## src/rtl/wsc_cfg.svh

```systemverilog
`ifndef WSC_CFG_SVH
`define WSC_CFG_SVH
// Register byte addresses on the APB bus.
`define WSC_ADDR_CTRL0     12'h000
`define WSC_ADDR_SDCTRL    12'h004
`define WSC_ADDR_SRCSEL    12'h008
`define WSC_ADDR_STATUS    12'h00c
`define WSC_ADDR_DBRISE    12'h010
`define WSC_ADDR_DBFALL    12'h014
// Control register 0 fields.
`define WSC_CTRL0_EN_BIT   7
`define WSC_CTRL0_LD_BIT   6
`define WSC_CTRL0_RESET    8'h00
// Shutdown control register fields.
`define WSC_SD_BIT         7
`define WSC_SD_REN_BIT     6
`define WSC_SD_OVERRIDE_LEVEL_BD_HI     5
`define WSC_SD_OVERRIDE_LEVEL_BD_LO     4
`define WSC_SD_OVERRIDE_LEVEL_AC_HI     3
`define WSC_SD_OVERRIDE_LEVEL_AC_LO     2
`define WSC_SD_RESET       8'h14
// Source select: bit0 comparator 1, bit1 comparator 2, bit2 logic cell 2, bit3 pin input.
`define WSC_SRC_RESET      4'h0
// Override level codes.
`define WSC_OVR_LOW        2'h0
`define WSC_OVR_HIGH       2'h1
`define WSC_DB_WIDTH       6
`endif

```

## src/rtl/wsc_pkg.sv

```systemverilog
package wsc_pkg;
  typedef enum logic [2:0]
  {
    WSC_ST_OFF   = 3'b001,
    WSC_ST_SHUT  = 3'b010,
    WSC_ST_RUN   = 3'b100
  } wsc_state_type;
  typedef enum logic [2:0]
  {
    WSC_MODE_ASYNC_STEER = 3'h0,
    WSC_MODE_SYNC_STEER  = 3'h1,
    WSC_MODE_FWD_BRIDGE  = 3'h2,
    WSC_MODE_REV_BRIDGE  = 3'h3,
    WSC_MODE_HALF_BRIDGE = 3'h4,
    WSC_MODE_PUSH_PULL   = 3'h5
  } wsc_mode_type;
  typedef enum logic [2:0]
  {
    WSC_LD_IDLE = 3'b001,
    WSC_LD_FALL = 3'b010,
    WSC_LD_RISE = 3'b100
  } wsc_load_type;
endpackage

```

## src/rtl/wsc_top.sv

```systemverilog
`timescale 1ns/1ps
`include "wsc_cfg.svh"
module wsc_top #(
  parameter int DB_WIDTH = `WSC_DB_WIDTH
) (
  input  wire logic        i_clk,
  input  wire logic        i_reset_n,
  input  wire logic        i_psel,
  input  wire logic        i_penable,
  input  wire logic        i_pwrite,
  input  wire logic [11:0] i_paddr,
  input  wire logic [31:0] i_pwdata,
  output logic      [31:0] o_prdata,
  output logic             o_pready,
  output logic             o_pslverr,
  input  wire logic        i_data,
  input  wire logic [3:0]  i_polarity,
  input  wire logic [3:0]  i_steering_enable,
  input  wire logic [3:0]  i_steer_data,
  input  wire logic        i_comparator_1_n,
  input  wire logic        i_comparator_2_n,
  input  wire logic        i_logic_cell_2_output_n,
  input  wire logic        i_pin_select_input_n,
  input  wire logic        i_irq_flag_clear,
  output logic             o_drive_out_a,
  output logic             o_drive_out_b,
  output logic             o_drive_out_c,
  output logic             o_drive_out_d,
  output logic             o_waveform_irq_flag,
  output logic             o_dead_band_load_pulse
);
  typedef struct packed {
    wsc_pkg::wsc_state_type st;
    wsc_pkg::wsc_load_type  ld;
    logic                   en;
    logic                   ld_req;
    logic [2:0]             mode;
    logic                   shutdown;
    logic                   ren;
    logic [1:0]             override_level_bd;
    logic [1:0]             override_level_ac;
    logic [3:0]             src_en;
    logic [DB_WIDTH-1:0]    rise_reg;
    logic [DB_WIDTH-1:0]    fall_reg;
    logic [DB_WIDTH-1:0]    rise_buf;
    logic [DB_WIDTH-1:0]    fall_buf;
    logic                   data_d;
    logic                   irq;
    logic                   load_pulse;
    logic                   fwd;
    logic [3:0]             outs;
    logic [31:0]            prdata;
    logic                   pready;
    logic                   pslverr;
  } wsc_state_all_type;

  wsc_state_all_type s_r;
  wsc_state_all_type s_nxt;
  logic              db_high;
  logic              db_low;

  // Active-low source test; a disabled source never counts.
  function automatic logic src_active(input logic [3:0] en, input logic [3:0] lvl_n);
    src_active = |(en & ~lvl_n);
  endfunction

  function automatic logic ovr_level(input logic [1:0] code);
    ovr_level = (code == `WSC_OVR_HIGH);
  endfunction

  // The error answer must be known when the access begins, before any write lands.
  function automatic logic addr_ok(input logic [11:0] addr);
    case (addr)
      `WSC_ADDR_CTRL0,
      `WSC_ADDR_SDCTRL,
      `WSC_ADDR_SRCSEL,
      `WSC_ADDR_STATUS,
      `WSC_ADDR_DBRISE,
      `WSC_ADDR_DBFALL:
        addr_ok = 1'b1;
      default:
        addr_ok = 1'b0;
    endcase
  endfunction

  wsc_dead_band #(
    .DB_WIDTH     (DB_WIDTH)
  ) u_db (
    .i_clk        (i_clk),
    .i_reset_n    (i_reset_n),
    .i_data       (i_data),
    .i_rise_count (s_r.rise_buf),
    .i_fall_count (s_r.fall_buf),
    .o_high       (db_high),
    .o_low        (db_low)
  );

  logic [3:0] src_lvl_n;
  assign src_lvl_n = {i_pin_select_input_n, i_logic_cell_2_output_n,
                      i_comparator_2_n, i_comparator_1_n};

  always_comb
  begin
    logic       ext_sd;
    logic       acc;
    logic       wr;
    logic       rd;
    logic       rise;
    logic       fall;
    logic       sd_set;
    logic       ld_set;
    logic [3:0] run;

    ext_sd = src_active(s_r.src_en, src_lvl_n);
    acc    = i_psel && i_penable && !s_r.pready;
    // Writes land on the completing edge, where the master sees pready high, so a
    // register never changes before the transfer that carries it has ended.
    wr     = i_psel && i_penable && i_pwrite && s_r.pready;
    rd     = acc && !i_pwrite;
    rise   = i_data && !s_r.data_d;
    fall   = !i_data && s_r.data_d;
    sd_set = 1'b0;
    ld_set = 1'b0;
    run    = 4'h0;
    s_nxt  = s_r;
    s_nxt.data_d     = i_data;
    s_nxt.load_pulse = 1'b0;
    // The answer follows the first access edge; the error flag and read data are
    // registered with it so that all three stand together for the master.
    s_nxt.pready     = acc;
    s_nxt.pslverr    = acc && !addr_ok(i_paddr);

    if (wr)
    begin
      case (i_paddr)
        `WSC_ADDR_CTRL0:
        begin
          // Load request only when enable was already one before this write.
          if (i_pwdata[`WSC_CTRL0_LD_BIT] && s_r.en)
            ld_set = 1'b1;
          s_nxt.en   = i_pwdata[`WSC_CTRL0_EN_BIT];
          s_nxt.mode = i_pwdata[2:0];
        end
        `WSC_ADDR_SDCTRL:
        begin
          if (i_pwdata[`WSC_SD_BIT])
            sd_set = 1'b1;
          else if (!ext_sd)
            s_nxt.shutdown = 1'b0;
          s_nxt.ren  = i_pwdata[`WSC_SD_REN_BIT];
          s_nxt.override_level_bd = i_pwdata[`WSC_SD_OVERRIDE_LEVEL_BD_HI:`WSC_SD_OVERRIDE_LEVEL_BD_LO];
          s_nxt.override_level_ac = i_pwdata[`WSC_SD_OVERRIDE_LEVEL_AC_HI:`WSC_SD_OVERRIDE_LEVEL_AC_LO];
        end
        `WSC_ADDR_SRCSEL:
          s_nxt.src_en = i_pwdata[3:0];
        `WSC_ADDR_DBRISE:
          s_nxt.rise_reg = i_pwdata[DB_WIDTH-1:0];
        `WSC_ADDR_DBFALL:
          s_nxt.fall_reg = i_pwdata[DB_WIDTH-1:0];
        // Status is read-only and stray addresses were refused when the access began.
        default:
        begin
        end
      endcase
    end

    // With the block disabled the count buffers follow the registers directly.
    if (!s_r.en)
    begin
      s_nxt.rise_buf = s_r.rise_reg;
      s_nxt.fall_buf = s_r.fall_reg;
      s_nxt.ld       = wsc_pkg::WSC_LD_IDLE;
      s_nxt.ld_req   = 1'b0;
    end
    else
    begin
      case (s_r.ld)
        wsc_pkg::WSC_LD_IDLE:
          if (s_r.ld_req)
            s_nxt.ld = wsc_pkg::WSC_LD_FALL;
        wsc_pkg::WSC_LD_FALL:
          if (fall)
            s_nxt.ld = wsc_pkg::WSC_LD_RISE;
        wsc_pkg::WSC_LD_RISE:
          if (rise)
          begin
            s_nxt.rise_buf   = s_r.rise_reg;
            s_nxt.fall_buf   = s_r.fall_reg;
            s_nxt.ld_req     = 1'b0;
            s_nxt.load_pulse = 1'b1;
            s_nxt.ld         = wsc_pkg::WSC_LD_IDLE;
          end
        default:
          s_nxt.ld = wsc_pkg::WSC_LD_IDLE;
      endcase
    end
    // A request written on the very edge that loads the buffers is kept for the
    // next load rather than lost under the hardware clear.
    if (ld_set)
      s_nxt.ld_req = 1'b1;

    if (ext_sd)
      sd_set = 1'b1;
    if (sd_set)
      s_nxt.shutdown = 1'b1;
    else if (s_r.shutdown && s_r.ren && !ext_sd && rise)
      s_nxt.shutdown = 1'b0;
    // Only the rise of the shutdown bit is an event: a source that merely stays
    // active must not hold the flag up against a software clear.
    if (sd_set && !s_r.shutdown)
      s_nxt.irq = 1'b1;
    else if (i_irq_flag_clear)
      s_nxt.irq = 1'b0;

    // Direction follows the mode only at a data rise, so a bridge never swaps
    // its static legs in the middle of a pulse.
    if (rise && s_r.mode == wsc_pkg::WSC_MODE_FWD_BRIDGE)
      s_nxt.fwd = 1'b1;
    else if (rise && s_r.mode == wsc_pkg::WSC_MODE_REV_BRIDGE)
      s_nxt.fwd = 1'b0;

    case (s_r.st)
      // Enabling lands in shutdown, so the outputs sit at the override levels
      // until software or auto-restart lets the first data rise through.
      wsc_pkg::WSC_ST_OFF:
        if (s_r.en)
        begin
          s_nxt.st       = wsc_pkg::WSC_ST_SHUT;
          s_nxt.shutdown = 1'b1;
        end
      wsc_pkg::WSC_ST_SHUT:
        if (!s_r.en)
          s_nxt.st = wsc_pkg::WSC_ST_OFF;
        else if (!s_r.shutdown && rise)
          s_nxt.st = wsc_pkg::WSC_ST_RUN;
      wsc_pkg::WSC_ST_RUN:
        if (!s_r.en)
          s_nxt.st = wsc_pkg::WSC_ST_OFF;
        else if (s_r.shutdown || sd_set)
          s_nxt.st = wsc_pkg::WSC_ST_SHUT;
      default:
        s_nxt.st = wsc_pkg::WSC_ST_OFF;
    endcase

    case (wsc_pkg::wsc_mode_type'(s_r.mode))
      wsc_pkg::WSC_MODE_ASYNC_STEER,
      wsc_pkg::WSC_MODE_SYNC_STEER:
        for (int k = 0; k < 4; k++)
          run[k] = i_steering_enable[k] ? i_data : i_steer_data[k];
      wsc_pkg::WSC_MODE_FWD_BRIDGE,
      wsc_pkg::WSC_MODE_REV_BRIDGE:
        run = s_nxt.fwd ? {i_data, 1'b0, 1'b0, 1'b1} : {1'b0, 1'b1, i_data, 1'b0};
      wsc_pkg::WSC_MODE_HALF_BRIDGE:
        run = {db_low, db_high, db_low, db_high};
      wsc_pkg::WSC_MODE_PUSH_PULL:
        run = {i_data, ~i_data, i_data, ~i_data};
      default:
        run = 4'h0;
    endcase
    run = run ^ i_polarity;

    // Override bypasses polarity so the safe levels stay what software programmed.
    if (s_nxt.st != wsc_pkg::WSC_ST_RUN || s_nxt.shutdown)
    begin
      s_nxt.outs[0] = ovr_level(s_r.override_level_ac);
      s_nxt.outs[2] = ovr_level(s_r.override_level_ac);
      s_nxt.outs[1] = ovr_level(s_r.override_level_bd);
      s_nxt.outs[3] = ovr_level(s_r.override_level_bd);
    end
    else
      s_nxt.outs = run;

    // Read data is taken at the first access edge and held until the next read.
    if (rd)
    begin
      case (i_paddr)
        `WSC_ADDR_CTRL0:
          s_nxt.prdata = {24'h0, s_r.en, s_r.ld_req, 3'h0, s_r.mode};
        `WSC_ADDR_SDCTRL:
          s_nxt.prdata = {24'h0, s_r.shutdown, s_r.ren, s_r.override_level_bd, s_r.override_level_ac, 2'h0};
        `WSC_ADDR_SRCSEL:
          s_nxt.prdata = {28'h0, s_r.src_en};
        `WSC_ADDR_STATUS:
          s_nxt.prdata = {28'h0, s_r.st == wsc_pkg::WSC_ST_RUN, s_r.irq, ext_sd, i_data};
        `WSC_ADDR_DBRISE:
          s_nxt.prdata = {{(32-DB_WIDTH){1'b0}}, s_r.rise_reg};
        `WSC_ADDR_DBFALL:
          s_nxt.prdata = {{(32-DB_WIDTH){1'b0}}, s_r.fall_reg};
        default:
          s_nxt.prdata = 32'h0;
      endcase
    end
  end

  always_ff @(posedge i_clk or negedge i_reset_n)
  begin
    if (!i_reset_n)
    begin
      s_r          <= '0;
      s_r.st       <= wsc_pkg::WSC_ST_OFF;
      s_r.ld       <= wsc_pkg::WSC_LD_IDLE;
      // Both override fields leave reset at code one, which drives the outputs high.
      s_r.override_level_bd     <= 2'h1;
      s_r.override_level_ac     <= 2'h1;
      s_r.src_en   <= `WSC_SRC_RESET;
    end
    else
      s_r <= s_nxt;
  end

  assign o_prdata               = s_r.prdata;
  assign o_pready               = s_r.pready;
  assign o_pslverr              = s_r.pslverr;
  assign o_drive_out_a          = s_r.outs[0];
  assign o_drive_out_b          = s_r.outs[1];
  assign o_drive_out_c          = s_r.outs[2];
  assign o_drive_out_d          = s_r.outs[3];
  assign o_waveform_irq_flag    = s_r.irq;
  assign o_dead_band_load_pulse = s_r.load_pulse;
endmodule // wsc_top

```

## src/rtl/wsc_dead_band.sv

```systemverilog
`timescale 1ns/1ps
`include "wsc_cfg.svh"
// Dead band after each data edge: counts from zero to the loaded count.
module wsc_dead_band #(
  parameter int DB_WIDTH = `WSC_DB_WIDTH
) (
  input  wire logic                i_clk,
  input  wire logic                i_reset_n,
  input  wire logic                i_data,
  input  wire logic [DB_WIDTH-1:0] i_rise_count,
  input  wire logic [DB_WIDTH-1:0] i_fall_count,
  output logic                     o_high,
  output logic                     o_low
);
  typedef struct packed {
    logic                data;
    logic [DB_WIDTH-1:0] cnt;
    logic                high;
    logic                low;
  } wsc_db_type;

  wsc_db_type s_r;
  wsc_db_type s_nxt;

  always_comb
  begin
    s_nxt      = s_r;
    s_nxt.data = i_data;
    if (i_data != s_r.data)
    begin
      // A reversal before the count ends restarts it, so nothing reaches the output.
      s_nxt.cnt  = '0;
      s_nxt.high = 1'b0;
      s_nxt.low  = 1'b0;
      if (i_data && i_rise_count == '0)
        s_nxt.high = 1'b1;
      if (!i_data && i_fall_count == '0)
        s_nxt.low = 1'b1;
    end
    else if (i_data && !s_r.high)
    begin
      s_nxt.cnt = s_r.cnt + 1'b1;
      if (s_nxt.cnt >= i_rise_count)
        s_nxt.high = 1'b1;
    end
    else if (!i_data && !s_r.low)
    begin
      s_nxt.cnt = s_r.cnt + 1'b1;
      if (s_nxt.cnt >= i_fall_count)
        s_nxt.low = 1'b1;
    end
  end

  always_ff @(posedge i_clk or negedge i_reset_n)
  begin
    if (!i_reset_n)
      s_r <= '0;
    else
      s_r <= s_nxt;
  end

  assign o_high = s_r.high;
  assign o_low  = s_r.low;
endmodule // wsc_dead_band

```

## config.mk

```make
export PLATFORM = sky130hd
export DESIGN_NAME = wsc_top
export DESIGN_NICKNAME = d
export VERILOG_FILES = /design/src/rtl/wsc_pkg.sv /design/src/rtl/wsc_top.sv /design/src/rtl/wsc_dead_band.sv
export VERILOG_INCLUDE_DIRS = /design/src /design/src/rtl
export SDC_FILE = /design/constraint.sdc
export NUM_CORES = 1
export LEC_CHECK = 0
export BUFFER_PORTS_ARGS = -buffer_cell sky130_fd_sc_hd__buf_4
export CELL_PAD_IN_SITES_DETAIL_PLACEMENT = 1
export CELL_PAD_IN_SITES_GLOBAL_PLACEMENT = 2
export CORE_MARGIN = 2
export CORE_UTILIZATION = 35
export DETAILED_ROUTE_END_ITERATION = 7
export PLACE_DENSITY_LB_ADDON = 0.1
export SLEW_MARGIN = 0
export SYNTH_ARGS = -nofsm -noshare
export SYNTH_HDL_FRONTEND = slang
export SYNTH_SLANG_ARGS = --single-unit
```

## constraint.sdc

```tcl
create_clock -name i_clk -period 3.19 [get_ports i_clk]
set_clock_uncertainty 0.05 [all_clocks]
set_input_delay 0.1595 -clock i_clk [delete_from_list [all_inputs] [get_ports i_clk]]
set_output_delay 0.1595 -clock i_clk [all_outputs]
set_load 0.02 [all_outputs]
```

==> results.yml <==
layout:
  drive_gt1_frac: 0.249
  nets: 551
  fin_cells: 617
  antenna_cells: 0
  syn_to_final_growth_pct: 18.5
  num-fill-cells: 1331
routing:
  wirelength_um: 10300
  drc: 0
  vias_per_cell: 5.01
  wl_per_cell_um: 16.7
  dr.pass1.iters: 4
  ant_nets: 0
  drt_iter0_drc: 118
  num_vias: 3094
synth:
  async_flop_share: 1.00
  dominantRegCellSynth: "dfrtp_1"
  ys_ff_latch: 71
  avgSynthCellArea_um2: 9.79
  yosys_warnings: 0
  yosysSeqAreaShare: 0.436
  ys_types: 55
  netlist_area_um2: 4080
  synth_edf_count: 0
  synth_cells: 417
sta:
  tns_ns: 0
  min_period_over_period: 0.689
  tightest_slew_ns: 0.912
  slew_violations: 0
  maxSlewHeadroom: 0.392
  min_period_ns: 2.20
  setup_viol: 0
  hold_viol: 0
  rsz0062_at_grt: "no"
  max_freq_mhz: 455
critical_path:
  crit_type: "reg2reg"
  critPathCaptureType: "flip-flop"
  r2r-start: "u_db.s_r[8]"
  critPathArrivalTime_ns: 2.36
  critPathMaxFanout: 8
  startpoint: "u_db.s_r[8]"
  reg2reg_depth: 7
  r2r_slack_ns: 0.99
  cp-endpoint: "o_drive_out_a"
  r2r-end: "o_drive_out_a"
  cp-start-kind: "flip-flop"
  worstPathRequired_ns: 3.36
floorplanning:
  design.die.area_um2: 12500
  core_um2: 11400
  die_height_um: 112
  std_cell_rows: 39
  initial_utilization: 0.358
  pin_count: 107
  die_w_um: 112
clock_network:
  cts.clk_slew.worst_paths_ns: 0.06
  clockRootBuffer: "clkbuf_16"
  cts_resized: 0
  htreeDepth: 3
  cts_buffers: 9
  tritoncts: "built"
  clk_latency_ns: 0.33
  ctsLongestPathBuffers: 2
  post_cts.repair.setup_buffers: 0
  cts_sinks: 71
pwr:
  p_seq_frac: 0.421
  ir_drop_v: 0.000231
  p_leak_nw: 2.27
  comb_power_share: 0.134
  switching_power_w: 0.000573
  power_w: 0.00225
  swShare: 0.255
  clkPwrFrac: 0.445
  powerDensity_nw_per_um2: 465
  internal-power_w: 0.00168
placement:
  hpwl_um: 7680
  port_buffers: 58
  dpl.cell_count: 596
  gp_congestion: 0.777
global_route:
  grt_pass1_wl_um: 16900
  overflow: 0
  grt_max_degree: 72
  grt_pass1_vias: 3209
  track_usage: 0.173
  antenna_found_initial: 0
worst_hold_path:
  holdCritPathClass: "in2reg"
  min-delay-start: "i_pwdata[3]"
  min_path_cells: 3
status:
  status: "finished clean"
run:
  cap_violations: 0
[critical path: stages (launching register included)]
cell and delay [ns]:
dfrtp_1 0.38, inv_1 0.05, ha_1 0.41, nand3b_1 0.21, a31o_2 0.30, o31ai_1 0.30
xor2_1 0.11, mux2_2 0.27
[power groups by stage]
stage	Combinational (W)	Clock (W)	Sequential (W)
finish	0.000302	0.00100	0.000946
detailed placement	0.000304	0	0.000963
CTS	0.000310	0.00103	0.000947
floorplan	0.000215	0	0.000958
global route	0.000344	0.00107	0.000950
global placement	0.000300	0	0.000962
[layout by cell type (no fill, tap or decap), types with 2 or more instances in the layout]
cell type and instances:
a211oi_1 6, a21o_1 3, a21oi_1 13, a221oi_1 2, a22o_1 2, a22oi_1 2, a311oi_1 2, a31oi_1 3
and3_1 2, buf_4 59, clkbuf_1 2, clkbuf_16 9, clkinv_2 3, conb_1 24, dfrtp_1 67, dfstp_2 4
dlygate4sd3_1 5, ha_1 15, inv_1 21, mux2_2 30, mux2i_1 10, nand2_1 52, nand2b_1 12, nand3_1 11
nand3b_1 4, nand4_1 2, nor2_1 21, nor2b_1 10, nor3_1 8, nor3b_1 2, nor4_1 2, nor4_4 2
o21ai_0 25, o21ai_1 2, o22ai_1 5, o31ai_1 2, o41ai_1 2, xnor2_1 5, xor2_1 3
[how the worst min path moves through the flow]
stage                        endpoint
2_1_floorplan  o_dead_band_load_pulse
5_1_grt                   u_db.s_r[8]
3_3_place_gp      o_waveform_irq_flag
3_5_place_dp      o_waveform_irq_flag
6_report                      s_r[71]
4_1_cts                   u_db.s_r[8]
[cell type report]
class / instances / area (µm²) / share of cell area
Clock buffer: 12 / 246 / 0.0509
Inverter: 21 / 78.8 / 0.0163
Timing Repair Buffer: 64 / 493 / 0.102
Multi-Input combinational cell: 302 / 2020 / 0.416
Tap cell: 143 / 179 / 0.0370
Sequential cell: 71 / 1780 / 0.368
Clock inverter: 4 / 45.0 / 0.00931
[Yosys cell counts (2+ instances only)]
library cell,instances,area share
a211oi_1,6,0.011
a21o_1,3,0.0055
a21oi_1,13,0.016
a221oi_1,2,0.0043
a22o_1,2,0.0043
a22oi_1,2,0.0037
a311oi_1,2,0.0043
a31oi_1,3,0.0046
and3_1,2,0.0031
buf_4,32,0.059
clkbuf_1,13,0.012
dfrtp_1,67,0.41
dfstp_2,4,0.026
ha_1,15,0.046
inv_1,21,0.019
mux2_2,30,0.083
mux2i_1,10,0.025
nand2_1,52,0.048
nand2b_1,12,0.018
nand3_1,11,0.013
nand3b_1,4,0.0074
nand4_1,2,0.0031
nor2_1,21,0.019
nor2b_1,10,0.015
nor3_1,8,0.0098
nor3b_1,2,0.0037
nor4_1,2,0.0031
nor4_4,2,0.010
o21ai_0,25,0.031
o21ai_1,2,0.0025
o22ai_1,5,0.0077
o31ai_1,2,0.0037
o41ai_1,2,0.0043
xnor2_1,5,0.011
xor2_1,3,0.0064
[through the flow]
step                worst slack, ns  hold slack (ns)  cell area, µm²   util
floorplan                      1.21           -0.186            4170      -
global placement              0.968            0.298            4500  0.394
detailed placement            0.962            0.304            4500  0.394
CTS                           0.943         0.000872            4840  0.424
global route                  0.794          0.00591            4840  0.424
finish                        0.992          0.00748            4840  0.424
[repair_timing]
item,in CTS,in global routing
hold buffers,5,0
endpoints found under the setup margin,0,0
endpoints found under the hold margin,71,0
[state kept, by name, indices dropped and copies added (netlist names)]
name                    flops
s_r                        46
o_prdata                    8
u_db.s_r                    7
o_dead_band_load_pulse      1
o_drive_out_a               1
o_drive_out_b               1
o_drive_out_c               1
o_drive_out_d               1
o_pready                    1
o_pslverr                   1
o_waveform_irq_flag         1
u_db.o_high                 1
u_db.o_low                  1
[layer usage]
metal,track usage,vias up,wire [µm]
met1,0.234,1508,4870
met4,0.0537,0,148
li1,-,1508,-
met5,0,-,0
met3,0.0335,14,429
met2,0.284,64,4850
[cell families (layout without fill, tap and decap cells)]
family / count (synthesis) / in the layout / share of synthesized area
buf+inv: 67 / 101 / 0.0913
xor+xnor: 8 / 8 / 0.0172
simple gates: 136 / 136 / 0.176
other cells: 1 / 24 / 0.000918
flops: 71 / 71 / 0.436
mux: 40 / 40 / 0.107
compound gates: 79 / 79 / 0.125
fa+ha+maj: 15 / 15 / 0.0460
(Power assumes the default switching activity.)
